===== src/rtl/dtrig_pkg.sv =====
// Package for the external trigger and timing logic
package dtrig_pkg;

   // Register indices on the plain register port
   localparam logic [3:0] DTRIG_REG_CTRL      = 4'h0;
   localparam logic [3:0] DTRIG_REG_STROBE    = 4'h1;
   localparam logic [3:0] DTRIG_REG_STATUS    = 4'h2;
   localparam logic [3:0] DTRIG_REG_IRQ_CLR   = 4'h3;
   localparam logic [3:0] DTRIG_REG_IRQ_EN    = 4'h4;
   localparam logic [3:0] DTRIG_REG_CONV_CNT  = 4'h5;

   // Control register fields
   localparam int DTRIG_CTRL_ARM_BIT     = 0;
   localparam int DTRIG_CTRL_PRETRIG_BIT = 1;
   localparam int DTRIG_CTRL_SCAN_BIT    = 2;
   localparam int DTRIG_CTRL_TMRSEL_BIT  = 3;
   localparam int DTRIG_CTRL_TMRIRQ_BIT  = 4;
   localparam int DTRIG_CTRL_SWCONV_BIT  = 5;
   localparam logic [5:0] DTRIG_CTRL_RESET = 6'h00;

   // Interrupt status fields
   localparam int DTRIG_IRQ_TIMED_BIT = 0;
   localparam int DTRIG_IRQ_START_BIT = 1;
   localparam int DTRIG_IRQ_POST_BIT  = 2;
   localparam int DTRIG_IRQ_CONV_BIT  = 3;
   localparam int DTRIG_IRQ_W         = 4;
   localparam logic [3:0] DTRIG_IRQ_RESET = 4'h0;

   // Timing
   localparam int DTRIG_CLK_MHZ         = 40;
   localparam int DTRIG_STROBE_MIN_NS   = 500;
   localparam int DTRIG_STROBE_CYCLES   = (DTRIG_STROBE_MIN_NS * DTRIG_CLK_MHZ + 999) / 1000;
   localparam int DTRIG_SCAN_HIGH_NS    = 100;
   localparam int DTRIG_SCAN_CYCLES     = (DTRIG_SCAN_HIGH_NS * DTRIG_CLK_MHZ + 999) / 1000;
   localparam int DTRIG_CNT_W           = 8;

   // Acquisition sequence states, Gray along the path
   typedef enum logic [1:0] {
      DTRIG_IDLE = 2'b00,
      DTRIG_WAIT = 2'b01,
      DTRIG_PRE  = 2'b11,
      DTRIG_POST = 2'b10
   } dtrig_state_t;

   // Register port request
   typedef struct packed {
      logic [3:0]  addr;
      logic [31:0] wdata;
      logic        wr;
      logic        rd;
   } dtrig_req_t;

   // Synchronised connector inputs, active low
   typedef struct packed {
      logic trig_n;
      logic gate_n;
      logic conv_n;
      logic tmr_n;
   } dtrig_pins_t;

endpackage


===== src/rtl/dtrig_sync_edge.sv =====
// Two-stage synchroniser with falling-edge detect
`timescale 1ns/1ps
module dtrig_sync_edge
(
   // Clock and reset
   input  wire logic core_clk,
   input  wire logic rst_n,
   // Pin and results
   input  wire logic pin_in,
   output logic      level,
   output logic      fall
);
   logic meta;
   logic sync;
   logic prev;

   always_ff @(posedge core_clk or negedge rst_n)
   begin
      if (!rst_n)
      begin
         meta <= 1'b1;
         sync <= 1'b1;
         prev <= 1'b1;
      end
      else
      begin
         meta <= pin_in;
         sync <= meta;
         prev <= sync;
      end
   end

   assign level = sync;
   assign fall  = prev & ~sync;
endmodule


===== src/rtl/dtrig_top.sv =====
// External trigger, gate, convert, strobe and scan clock logic
// Operation
// - One scan pulse per conversion when scanning
// - Scan rising edge marks input release
// - Strobe write gives low pulse >=500 ns
// - Trigger falling edge starts posttrigger acquisition
// - Pretrigger: first edge pre, second post
// - Gate low blocks, high allows conversions
// - Convert falling edge does one conversion
// - Ignore converts outside sequence or gated
// - Selected timer edge loads posted DAC values
// - Timer edge raises timed interrupt if enabled
`timescale 1ns/1ps
module dtrig_top
(
   // Clock and reset
   input  wire logic        core_clk,
   input  wire logic        rst_n,
   // Register port
   input  wire logic [3:0]  reg_addr,
   input  wire logic [31:0] reg_wdata,
   input  wire logic        reg_wr,
   input  wire logic        reg_rd,
   output logic [31:0]      reg_rdata,
   // Connector inputs
   input  wire logic        acq_trigger_in_n,
   input  wire logic        conv_gate_in_n,
   input  wire logic        conv_request_in_n,
   input  wire logic        dac_update_trigger_in_n,
   // Connector outputs
   output logic             scan_pulse_out,
   output logic             strobe_pulse_out_n,
   // Converter side
   output logic             adc_convert,
   output logic             dac_load,
   output logic             pre_active,
   output logic             post_active,
   output logic             irq
);
   dtrig_pkg::dtrig_req_t   req;
   dtrig_pkg::dtrig_pins_t  lvl;
   dtrig_pkg::dtrig_pins_t  fall;
   dtrig_pkg::dtrig_state_t state;
   dtrig_pkg::dtrig_state_t next_state;

   logic [5:0]  ctrl;
   logic [3:0]  irq_stat;
   logic [3:0]  irq_en;
   logic [3:0]  irq_evt;
   logic [7:0]  conv_cnt;
   logic [5:0]  strobe_cnt;
   logic [5:0]  scan_cnt;
   logic        conv_ok;
   logic        conv_fire;
   logic        sw_conv;
   logic        post_start;
   logic        in_seq;
   logic        gate_open;

   // Control bits
   logic        arm;
   logic        pretrig_en;
   logic        scan_en;
   logic        tmr_sel;
   logic        tmr_irq_en;

   // Write decodes
   logic        wr_ctrl;
   logic        wr_strobe;
   logic        wr_irq_clr;
   logic        wr_irq_en;

   assign req = '{addr: reg_addr, wdata: reg_wdata, wr: reg_wr, rd: reg_rd};

   // Write decodes of the register port
   assign wr_ctrl    = req.wr && req.addr == dtrig_pkg::DTRIG_REG_CTRL;
   assign wr_strobe  = req.wr && req.addr == dtrig_pkg::DTRIG_REG_STROBE;
   assign wr_irq_clr = req.wr && req.addr == dtrig_pkg::DTRIG_REG_IRQ_CLR;
   assign wr_irq_en  = req.wr && req.addr == dtrig_pkg::DTRIG_REG_IRQ_EN;

   // Input synchronisers
   dtrig_sync_edge u_trig (
      .core_clk (core_clk),
      .rst_n    (rst_n),
      .pin_in   (acq_trigger_in_n),
      .level    (lvl.trig_n),
      .fall     (fall.trig_n)
   );
   dtrig_sync_edge u_gate (
      .core_clk (core_clk),
      .rst_n    (rst_n),
      .pin_in   (conv_gate_in_n),
      .level    (lvl.gate_n),
      .fall     (fall.gate_n)
   );
   dtrig_sync_edge u_conv (
      .core_clk (core_clk),
      .rst_n    (rst_n),
      .pin_in   (conv_request_in_n),
      .level    (lvl.conv_n),
      .fall     (fall.conv_n)
   );
   dtrig_sync_edge u_tmr (
      .core_clk (core_clk),
      .rst_n    (rst_n),
      .pin_in   (dac_update_trigger_in_n),
      .level    (lvl.tmr_n),
      .fall     (fall.tmr_n)
   );

   // Control register; software convert lasts one cycle, so one write is one conversion
   always_ff @(posedge core_clk or negedge rst_n)
   begin
      if (!rst_n)
         ctrl <= dtrig_pkg::DTRIG_CTRL_RESET;
      else if (wr_ctrl)
         ctrl <= req.wdata[5:0];
      else
         ctrl[dtrig_pkg::DTRIG_CTRL_SWCONV_BIT] <= 1'b0;
   end

   // Named control bits
   assign arm        = ctrl[dtrig_pkg::DTRIG_CTRL_ARM_BIT];
   assign pretrig_en = ctrl[dtrig_pkg::DTRIG_CTRL_PRETRIG_BIT];
   assign scan_en    = ctrl[dtrig_pkg::DTRIG_CTRL_SCAN_BIT];
   assign tmr_sel    = ctrl[dtrig_pkg::DTRIG_CTRL_TMRSEL_BIT];
   assign tmr_irq_en = ctrl[dtrig_pkg::DTRIG_CTRL_TMRIRQ_BIT];
   assign sw_conv    = ctrl[dtrig_pkg::DTRIG_CTRL_SWCONV_BIT];

   // Acquisition sequence
   always_comb
   begin
      next_state = state;
      unique case (state)
         dtrig_pkg::DTRIG_IDLE:
            if (arm)
               next_state = dtrig_pkg::DTRIG_WAIT;
         dtrig_pkg::DTRIG_WAIT:
            if (!arm)
               next_state = dtrig_pkg::DTRIG_IDLE;
            else if (fall.trig_n && pretrig_en)
               next_state = dtrig_pkg::DTRIG_PRE;
            else if (fall.trig_n)
               next_state = dtrig_pkg::DTRIG_POST;
         dtrig_pkg::DTRIG_PRE:
            if (!arm)
               next_state = dtrig_pkg::DTRIG_IDLE;
            else if (fall.trig_n)
               next_state = dtrig_pkg::DTRIG_POST;
         dtrig_pkg::DTRIG_POST:
            if (!arm)
               next_state = dtrig_pkg::DTRIG_IDLE;
      endcase
   end

   always_ff @(posedge core_clk or negedge rst_n)
   begin
      if (!rst_n)
         state <= dtrig_pkg::DTRIG_IDLE;
      else
         state <= next_state;
   end

   assign pre_active  = (state == dtrig_pkg::DTRIG_PRE);
   assign post_active = (state == dtrig_pkg::DTRIG_POST);
   assign post_start  = fall.trig_n && next_state == dtrig_pkg::DTRIG_POST
                        && state != dtrig_pkg::DTRIG_POST;

   // Conversions only in a sequence and with the gate high
   assign in_seq    = pre_active || post_active;
   assign gate_open = lvl.gate_n;
   assign conv_ok   = in_seq && gate_open;
   assign conv_fire = conv_ok && (fall.conv_n || sw_conv);

   always_ff @(posedge core_clk or negedge rst_n)
   begin
      if (!rst_n)
         adc_convert <= 1'b0;
      else
         adc_convert <= conv_fire;
   end

   always_ff @(posedge core_clk or negedge rst_n)
   begin
      if (!rst_n)
         conv_cnt <= 8'h00;
      else if (wr_ctrl)
         conv_cnt <= 8'h00;
      else if (conv_fire)
         conv_cnt <= conv_cnt + 8'h01;
   end

   // Scan clock: low during sampling, rises when input may be released
   always_ff @(posedge core_clk or negedge rst_n)
   begin
      if (!rst_n)
         scan_cnt <= 6'h00;
      else if (conv_fire && scan_en)
         scan_cnt <= 6'(dtrig_pkg::DTRIG_SCAN_CYCLES);
      else if (scan_cnt != 6'h00)
         scan_cnt <= scan_cnt - 6'h01;
   end

   always_ff @(posedge core_clk or negedge rst_n)
   begin
      if (!rst_n)
         scan_pulse_out <= 1'b0;
      else
         scan_pulse_out <= (scan_cnt == 6'h01);
   end

   // Strobe pulse, held low for the minimum width
   always_ff @(posedge core_clk or negedge rst_n)
   begin
      if (!rst_n)
         strobe_cnt <= 6'h00;
      else if (wr_strobe)
         strobe_cnt <= 6'(dtrig_pkg::DTRIG_STROBE_CYCLES);
      else if (strobe_cnt != 6'h00)
         strobe_cnt <= strobe_cnt - 6'h01;
   end

   always_ff @(posedge core_clk or negedge rst_n)
   begin
      if (!rst_n)
         strobe_pulse_out_n <= 1'b1;
      else
         strobe_pulse_out_n <= ~(wr_strobe
                                 || strobe_cnt > 6'h01);
   end

   // Timer trigger updates posted DAC values
   always_ff @(posedge core_clk or negedge rst_n)
   begin
      if (!rst_n)
         dac_load <= 1'b0;
      else
         dac_load <= fall.tmr_n && tmr_sel;
   end

   // Interrupt events
   always_comb
   begin
      irq_evt = 4'h0;
      irq_evt[dtrig_pkg::DTRIG_IRQ_TIMED_BIT] = fall.tmr_n
                                   && tmr_irq_en;
      irq_evt[dtrig_pkg::DTRIG_IRQ_START_BIT] = fall.trig_n
                                   && state == dtrig_pkg::DTRIG_WAIT
                                   && arm;
      irq_evt[dtrig_pkg::DTRIG_IRQ_POST_BIT]  = post_start;
      irq_evt[dtrig_pkg::DTRIG_IRQ_CONV_BIT]  = conv_fire;
   end

   // Sticky status, set wins over clear
   always_ff @(posedge core_clk or negedge rst_n)
   begin
      if (!rst_n)
         irq_stat <= dtrig_pkg::DTRIG_IRQ_RESET;
      else if (wr_irq_clr)
         irq_stat <= (irq_stat & ~req.wdata[3:0]) | irq_evt;
      else
         irq_stat <= irq_stat | irq_evt;
   end

   always_ff @(posedge core_clk or negedge rst_n)
   begin
      if (!rst_n)
         irq_en <= dtrig_pkg::DTRIG_IRQ_RESET;
      else if (wr_irq_en)
         irq_en <= req.wdata[3:0];
   end

   assign irq = |(irq_stat & irq_en);

   // Read data, valid the cycle after the strobe
   always_ff @(posedge core_clk or negedge rst_n)
   begin
      if (!rst_n)
         reg_rdata <= 32'h0000_0000;
      else if (req.rd)
      begin
         unique case (req.addr)
            dtrig_pkg::DTRIG_REG_CTRL:
               reg_rdata <= {26'h000_0000, ctrl};
            dtrig_pkg::DTRIG_REG_STROBE:
               reg_rdata <= 32'h0000_0000;
            dtrig_pkg::DTRIG_REG_STATUS:
               reg_rdata <= {24'h00_0000, lvl, 2'b00, state};
            dtrig_pkg::DTRIG_REG_IRQ_EN:
               reg_rdata <= {28'h000_0000, irq_en};
            dtrig_pkg::DTRIG_REG_IRQ_CLR:
               reg_rdata <= {28'h000_0000, irq_stat};
            dtrig_pkg::DTRIG_REG_CONV_CNT:
               reg_rdata <= {24'h00_0000, conv_cnt};
            default:
               reg_rdata <= 32'h0000_0000;
         endcase
      end
      else
         reg_rdata <= 32'h0000_0000;
   end
endmodule


===== config.mk =====
export PLATFORM = sky130hd
export DESIGN_NAME = dtrig_top
export DESIGN_NICKNAME = d
export VERILOG_FILES = /design/src/rtl/dtrig_pkg.sv /design/src/rtl/dtrig_sync_edge.sv /design/src/rtl/dtrig_top.sv
export SDC_FILE = /design/constraint.sdc
export NUM_CORES = 1
export LEC_CHECK = 0
export ABC_CLOCK_PERIOD_IN_PS = 1850
export BUFFER_PORTS_ARGS = -buffer_cell sky130_fd_sc_hd__buf_2
export CAP_MARGIN = 20
export CORE_MARGIN = 8
export CORE_UTILIZATION = 50
export DETAILED_ROUTE_END_ITERATION = 16
export GPL_TIMING_DRIVEN = 0
export PLACE_DENSITY = 0.84
export SLEW_MARGIN = 20
export SYNTH_ARGS = -nofsm -noshare
export SYNTH_HDL_FRONTEND = slang
export SYNTH_SLANG_ARGS = --single-unit

===== constraint.sdc =====
create_clock -name core_clk -period 1.85 [get_ports core_clk]
set_clock_uncertainty 0.15 [all_clocks]
set_input_delay 0.2775 -clock core_clk [delete_from_list [all_inputs] [get_ports core_clk]]
set_output_delay 0.2775 -clock core_clk [all_outputs]
set_load 0.03 [all_outputs]

==> reports/results.ini, run 1 <==
[synth]
synth.area.mux_share = 0.0695
synth.area.top_cells = dfrtp_1, dfstp_2, buf_4
synth_compound_area_frac = 0.110
synthAdderAreaFrac = 0.0217
synth_xor_xnor_area_share = 0.0213
dominant_combinational_cell_family_by_area_after_synthesis = simple AND/OR/NAND/NOR gates
synth_enable_flop_cells = 0
netlist-cell-type-count = 51
synth_seq_area_share = 0.518
async_reset_ff_frac = 1.00
post_synth_instance_area_mm2 = 0.00288
number_of_cells_produced_by_synthesis = 266
yosys_warnings = 0
netlist.top_cell.by_area = dfrtp_1
synth-simple-area-share = 0.164
per_instance_average_area_after_synthesis_um2 = 10.8
synth.ff_latch_count = 59
yosys.area.top_type_share = 0.408
ys_dominant_reg_cell = dfrtp_1

[drt]
drt-wirelength-per-cell_um = 14.2
via_per_inst = 5.05
drtIter0Drc = 130
detail_route.first_pass.iterations = 4
drt-total-wl_um = 5890
via_count = 2092
route.antenna.remaining_nets = 0
route.detailed.drc = 0

[sta]
final_min_period_over_clock_period = 0.924
final_max_slew_viol_count = 0
timing_hold_violations_final = 0
fin_tns_setup_ps = 0
period_minus_ws_final_ps = 1710
rsz0062_at_grt = false
slew_headroom = 0.522
worstMarginPinSlew_ps = 717
layout_setup_ws_ps = 140
setup_violations = 0
achievable-frequency_mhz = 585

[cts]
tritoncts_clock_tree = built
clock_latency_at_the_later_pin_of_the_worst_skew_pair_ps = 330
path_clk_slew_ps = 60
cts_inserted_buffers = 9
ctsResizeCount = 0
max-clock-path-buffers = 2
cts_h_tree_depth = 3
cts.sink_count = 59
clockRootBuffer = clkbuf_8
cts.repair_timing.setup_buffer_count = 0

[cells_and_area]
antenna-diode-count = 0
num-nets-final = 386
drive_gt1_frac = 0.342
mostFrequentLayoutCell = dfrtp_1
mostFrequentLayoutCells = dfrtp_1, buf_2, nor2_1
syn_to_final_growth_pct = 22.5

[pwr]
leakage_uw = 0.00174
irDropWorstVdd_uv = 899
powerDensity_mw_per_mm2 = 1260

[grt]
via_count_of_the_first_global_routing_pass = 2093
antenna_found_initial = 0
most_heavily_used_metal_layer_in_global_routing = met2
global_route.usage.total = 0.141
pin_count_of_the_biggest_net_entering_global_routing = 60
global_route.overflow_total = 0
grt_use_met3 = 0.0465
grt_first_pass_wirelength_um = 9600
met2_resource_use_gr = 0.212
use_met1 = 0.174

[setup_path]
setup.worst_path.start_class = register
worstPathRequired_ps = 1910
worst-setup-path-type = reg2reg
crit_path_max_fanout = 6
setup.reg_to_reg.worst_slack_ps = 140
end_kind = register
arrival_ps = 1770

[die]
floorplan.die.height_um = 91.9
dieArea_mm2 = 0.00845
die_width_um = 91.9
fp.coreArea_mm2 = 0.00554
initial_utilization = 0.520
core.rowCount = 27
top_level_port_count = 83

[place]
buffer_ports.inserted = 32
detailed_place_hpwl_um = 4260
placement.setup.worst_slack_ps = 114
globalplace.congestion = 0.855

[status]
run_status = complete, no violations

[flow_run]
max_capacitance_violation_count = 0

[min_path]
worst_min_path_class = in2reg

-- cells by family after synthesis --
group,count (synthesis)
and+or+nand+nor,89
other,1
adders and majority gates,5
muxes,18
AOI/OAI and AO/OA,45
buffers and inverters,42
xor gates and xnor gates,7
DFF,59
-- where the power goes --
group	total [uW]	switching (uW)	internal, uW
clock network	1480	477	1000
logic	1070	569	499
registers	1900	316	1590
total	4450	1360	3090
-- Yosys cell counts, types with 2 or more instances --
cell type and instances:
a211o_1 3, a21oi_1 10, a22o_1 2, a22oi_1 6, a32o_1 2, a32oi_1 2, and2_1 3, and2_4 2
and3_1 7, and4_1 2, buf_2 4, buf_4 25, buf_6 2, dfrtp_1 47, dfstp_2 12, ha_1 5
inv_1 10, mux2_2 12, mux2i_1 5, nand2_1 18, nand2b_1 4, nand3_1 2, nor2_1 29, nor2_2 3
nor2b_1 2, nor3_1 3, nor4_1 3, nor4b_1 2, o211ai_1 4, o21ai_0 7, or3_1 3, xnor2_1 3
xor2_1 4
-- state kept, by name, indices dropped and copies added, names as in the netlist, 2 cells and up --
| register | cells |
|---|---|
| state | 2 |
| conv_cnt | 8 |
| reg_rdata | 8 |
| irq_stat | 4 |
| irq_en | 4 |
| scan_cnt | 6 |
| strobe_cnt | 6 |
| ctrl | 6 |
-- metal layers --
layer,up-vias,share of wire
met5,-,0
met4,0,0.020
met3,8,0.079
met2,72,0.46
met1,998,0.44
li1,1014,-
-- timing repair --
action                                  in CTS  in global routing
endpoints found under the setup margin       0                  0
hold buffers                                 5                  0
hold endpoints to repair                    51                  0
-- worst max-delay path, stage by stage (launching register included) --
cell	delay, ps
dfstp_2	550
nor2b_2	70
o21ai_2	170
inv_2	100
and2_4	170
buf_6	120
a211o_1	260
-- area by class of cell --
cell class,instances,area (um2)
plain buffers,31,230
clock buffers,12,165
clock inverters,4,95.1
fillers,464,2010
inverters,11,41.3
multi-input cells,188,1200
flip-flops and latches,59,1490
well taps,72,90.1
repair buffers,37,213
-- worst paths after layout --
kind	start	to	depth (start not counted)
setup / recovery	u_conv.level	scan_cnt[2]	6
hold / removal	reg_wdata[5]	ctrl[5]	2
setup reg to reg	u_conv.level	scan_cnt[2]	6
hold reg to reg	u_gate.meta	u_gate.level	0
max in group asynchronous	rst_n	scan_cnt[2]	2
min in group asynchronous	rst_n	ctrl[1]	2
-- metrics by stage --
step / total power (uW) / utilization / instances / hold WS [ps] / cell area, um2
finish: 4450 / 0.637 / 414 / 10.0 / 3530
global route: 4710 / 0.637 / 414 / 12.8 / 3530
CTS: 4480 / 0.637 / 414 / 1.41 / 3530
detailed placement: 2980 / 0.581 / 393 / 198 / 3220
global placement: 2900 / 0.581 / 393 / 195 / 3220
floorplan: 2690 / - / 289 / -168 / 2970
(Power assumes the default switching activity.)
==> run 2, diff against run 1 <==
--- a/config.mk
+++ b/config.mk
@@ -5,14 +5,13 @@
 export SDC_FILE = /design/constraint.sdc
 export NUM_CORES = 1
 export LEC_CHECK = 0
-export ABC_CLOCK_PERIOD_IN_PS = 1850
+export ABC_CLOCK_PERIOD_IN_PS = 2050
 export BUFFER_PORTS_ARGS = -buffer_cell sky130_fd_sc_hd__buf_2
-export CAP_MARGIN = 20
 export CORE_MARGIN = 8
-export CORE_UTILIZATION = 50
+export CORE_UTILIZATION = 55
 export DETAILED_ROUTE_END_ITERATION = 16
 export GPL_TIMING_DRIVEN = 0
-export PLACE_DENSITY = 0.84
+export PLACE_DENSITY = 0.91
 export SLEW_MARGIN = 20
 export SYNTH_ARGS = -nofsm -noshare
 export SYNTH_HDL_FRONTEND = slang
==> constraint.sdc (replaced) <==
create_clock -name core_clk -period 2.05 [get_ports core_clk]
set_clock_uncertainty 0.15 [all_clocks]
set_input_delay 0.3075 -clock core_clk [delete_from_list [all_inputs] [get_ports core_clk]]
set_output_delay 0.3075 -clock core_clk [all_outputs]
set_load 0.03 [all_outputs]
==> run 2 against run 1 <==
  * Worst setup slack improved by 210 ps
  * Sequential share of layout area rose by 0.79 points
  * Global-route usage rose by 2.4 points
  * Clock power decreased by 29%
  * Combinational power decreased by 9%
  * Power down 16%
  * Register-to-register slack improved by 230 ps
  * Cell count shrank 0.48%
  * Design area down 1.8%
  * Count of clock-buffer cells in the layout is 2 higher
  * Critical path depth is 3 lower
  * Non-clock buffer count unchanged
==> reports/results.ini, run 2 (synthesis results as in run 1) <==
[status]
run_status = complete, no violations

[drt]
drt-total-wl_um = 5910  ; +0.37%
via_per_inst = 5.25  ; +3.8%
route.detailed.drc = 0  ; unchanged
route.antenna.remaining_nets = 0  ; unchanged
via_count = 2161  ; +3.3%
detail_route.first_pass.iterations = 4  ; unchanged
drt-wirelength-per-cell_um = 14.3  ; +0.86%
drtIter0Drc = 77  ; -41%

[sta]
worstMarginPinSlew_ps = 702  ; -14.9 ps
rsz0062_at_grt = false
setup_violations = 0  ; unchanged
achievable-frequency_mhz = 589
final_min_period_over_clock_period = 0.828
fin_tns_setup_ps = 0  ; unchanged
period_minus_ws_final_ps = 1700
final_max_slew_viol_count = 0  ; unchanged
timing_hold_violations_final = 0  ; unchanged
slew_headroom = 0.532  ; +0.00996

[setup_path]
arrival_ps = 1240  ; -530 ps
setup.reg_to_reg.worst_slack_ps = 370  ; +230 ps
setup.worst_path.start_class = register
crit_path_max_fanout = 3  ; -3
cells_on_worst_reg2reg_path = 6  ; unchanged
end_kind = primary output
worstPathRequired_ps = 1590  ; -320 ps
worst-setup-path-type = reg2out

[cells_and_area]
fin_util = 0.683  ; +0.0456
stdcell_count = 412  ; -0.48%
mostFrequentLayoutCells = dfrtp_1, buf_2, nor2_1
antenna-diode-count = 0  ; unchanged
num-nets-final = 386  ; unchanged
filler_cell_count = 398  ; -14%
drive_gt1_frac = 0.333  ; -0.00877
sequential_standard_cell_area_mm2 = 0.00149  ; unchanged
largestRegisters = conv_cnt x8, reg_rdata x8
syn_to_final_growth_pct = 20.3
mostFrequentLayoutCell = dfrtp_1
multi_input_area_mm2 = 0.00120  ; unchanged

[die]
dieArea_mm2 = 0.00781  ; -7.5%
fp.coreArea_mm2 = 0.00507  ; -8.4%
initial_utilization = 0.568  ; +0.0477
core.rowCount = 26  ; -3.7%
floorplan.die.height_um = 88.4  ; -3.8%
top_level_port_count = 83  ; unchanged
die_width_um = 88.4  ; -3.8%

[cts]
cts_h_tree_depth = 3  ; unchanged
tritoncts_clock_tree = built
clock_latency_at_the_later_pin_of_the_worst_skew_pair_ps = 340  ; about the same
postCtsHoldBufs = 5  ; unchanged
cts.sink_count = 59  ; unchanged
cts.repair_timing.setup_buffer_count = 0  ; unchanged
path_clk_slew_ps = 60  ; about the same
clockRootBuffer = clkbuf_8
cts_inserted_buffers = 9  ; unchanged
ctsResizeCount = 0  ; unchanged
max-clock-path-buffers = 2  ; unchanged

[pwr]
power.clock.fraction = 0.280  ; -0.052
power.internal_uw = 2510  ; -19%
leakage_uw = 0.00171  ; -1.8%
p_sw_frac = 0.330  ; +0.0236
sequential_cell_fraction_of_total_power = 0.459  ; +0.031
combinational_power_share = 0.261  ; +0.021
powerDensity_mw_per_mm2 = 1080  ; -14%
irDropWorstVdd_uv = 560  ; -38%
p_sw_uw = 1230  ; -9.3%

[grt]
global_route.usage.total = 0.165  ; +0.0240
global_route.overflow_total = 0  ; unchanged
grt_first_pass_wirelength_um = 9920  ; +3.3%
pin_count_of_the_biggest_net_entering_global_routing = 60  ; unchanged
antenna_found_initial = 0  ; unchanged
via_count_of_the_first_global_routing_pass = 2255  ; +7.7%

[place]
globalplace.congestion = 0.853  ; -0.28%
detailed_place_hpwl_um = 4200  ; -1.3%
buffer_ports.inserted = 32  ; unchanged
dp_cells = 391  ; -0.51%

[min_path]
min_path_cells = 2  ; unchanged
worst_min_path_class = in2reg

[flow_run]
max_capacitance_violation_count = 0  ; unchanged

==> run 2: metal layers <==
metal,up-vias,part of all wire,GRT usage
li1,1016,-,-
met1,1058,0.42,0.194
met2,68,0.49,0.267
met3,19,0.065,0.0381
met4,0,0.030,0.104
met5,-,0,0
==> run 2: cell type report <==
class                   instances  share of cell area
flip-flops and latches         59               0.430
multi-input cells             188               0.348
plain buffers                  31              0.0664
repair buffers                 37              0.0614
clock buffers                  14              0.0469
well taps                      70              0.0253
inverters                      11              0.0119
clock inverters                 2              0.0101
==> run 2: worst max-delay path: stages (launching register included) <==
cell and delay (ps):
dfrtp_1 410, a22oi_1 210, nand2_1 100, buf_2 190
==> run 2: power groups by stage <==
stage / clock [uW] / sequential [uW] / combinational (uW)
6_report: 1050 / 1720 / 978
5_1_grt: 1120 / 1750 / 1090
4_1_cts: 1070 / 1710 / 980
3_5_place_dp: 0 / 1730 / 954
3_3_place_gp: 0 / 1710 / 904
2_1_floorplan: 0 / 1690 / 738
==> run 2: final timing paths <==
check,startpoint,endpoint
max,irq_stat[3],irq
min,reg_wdata[5],ctrl[5]
max reg2reg,u_conv.level,scan_cnt[2]
min reg2reg,u_trig.meta,u_trig.level
max in group asynchronous,rst_n,conv_cnt[6]
min in group asynchronous,rst_n,conv_cnt[7]
==> run 2: per-stage QoR <==
step	power [uW]	setup slack [ps]	hold WS [ps]	area (um2)
2_1_floorplan	2430	459	-138	2970
3_3_place_gp	2610	288	196	3220
3_5_place_dp	2680	276	198	3220
4_1_cts	3760	344	30.9	3470
5_1_grt	3970	286	39.7	3470
6_report	3750	352	38.3	3470
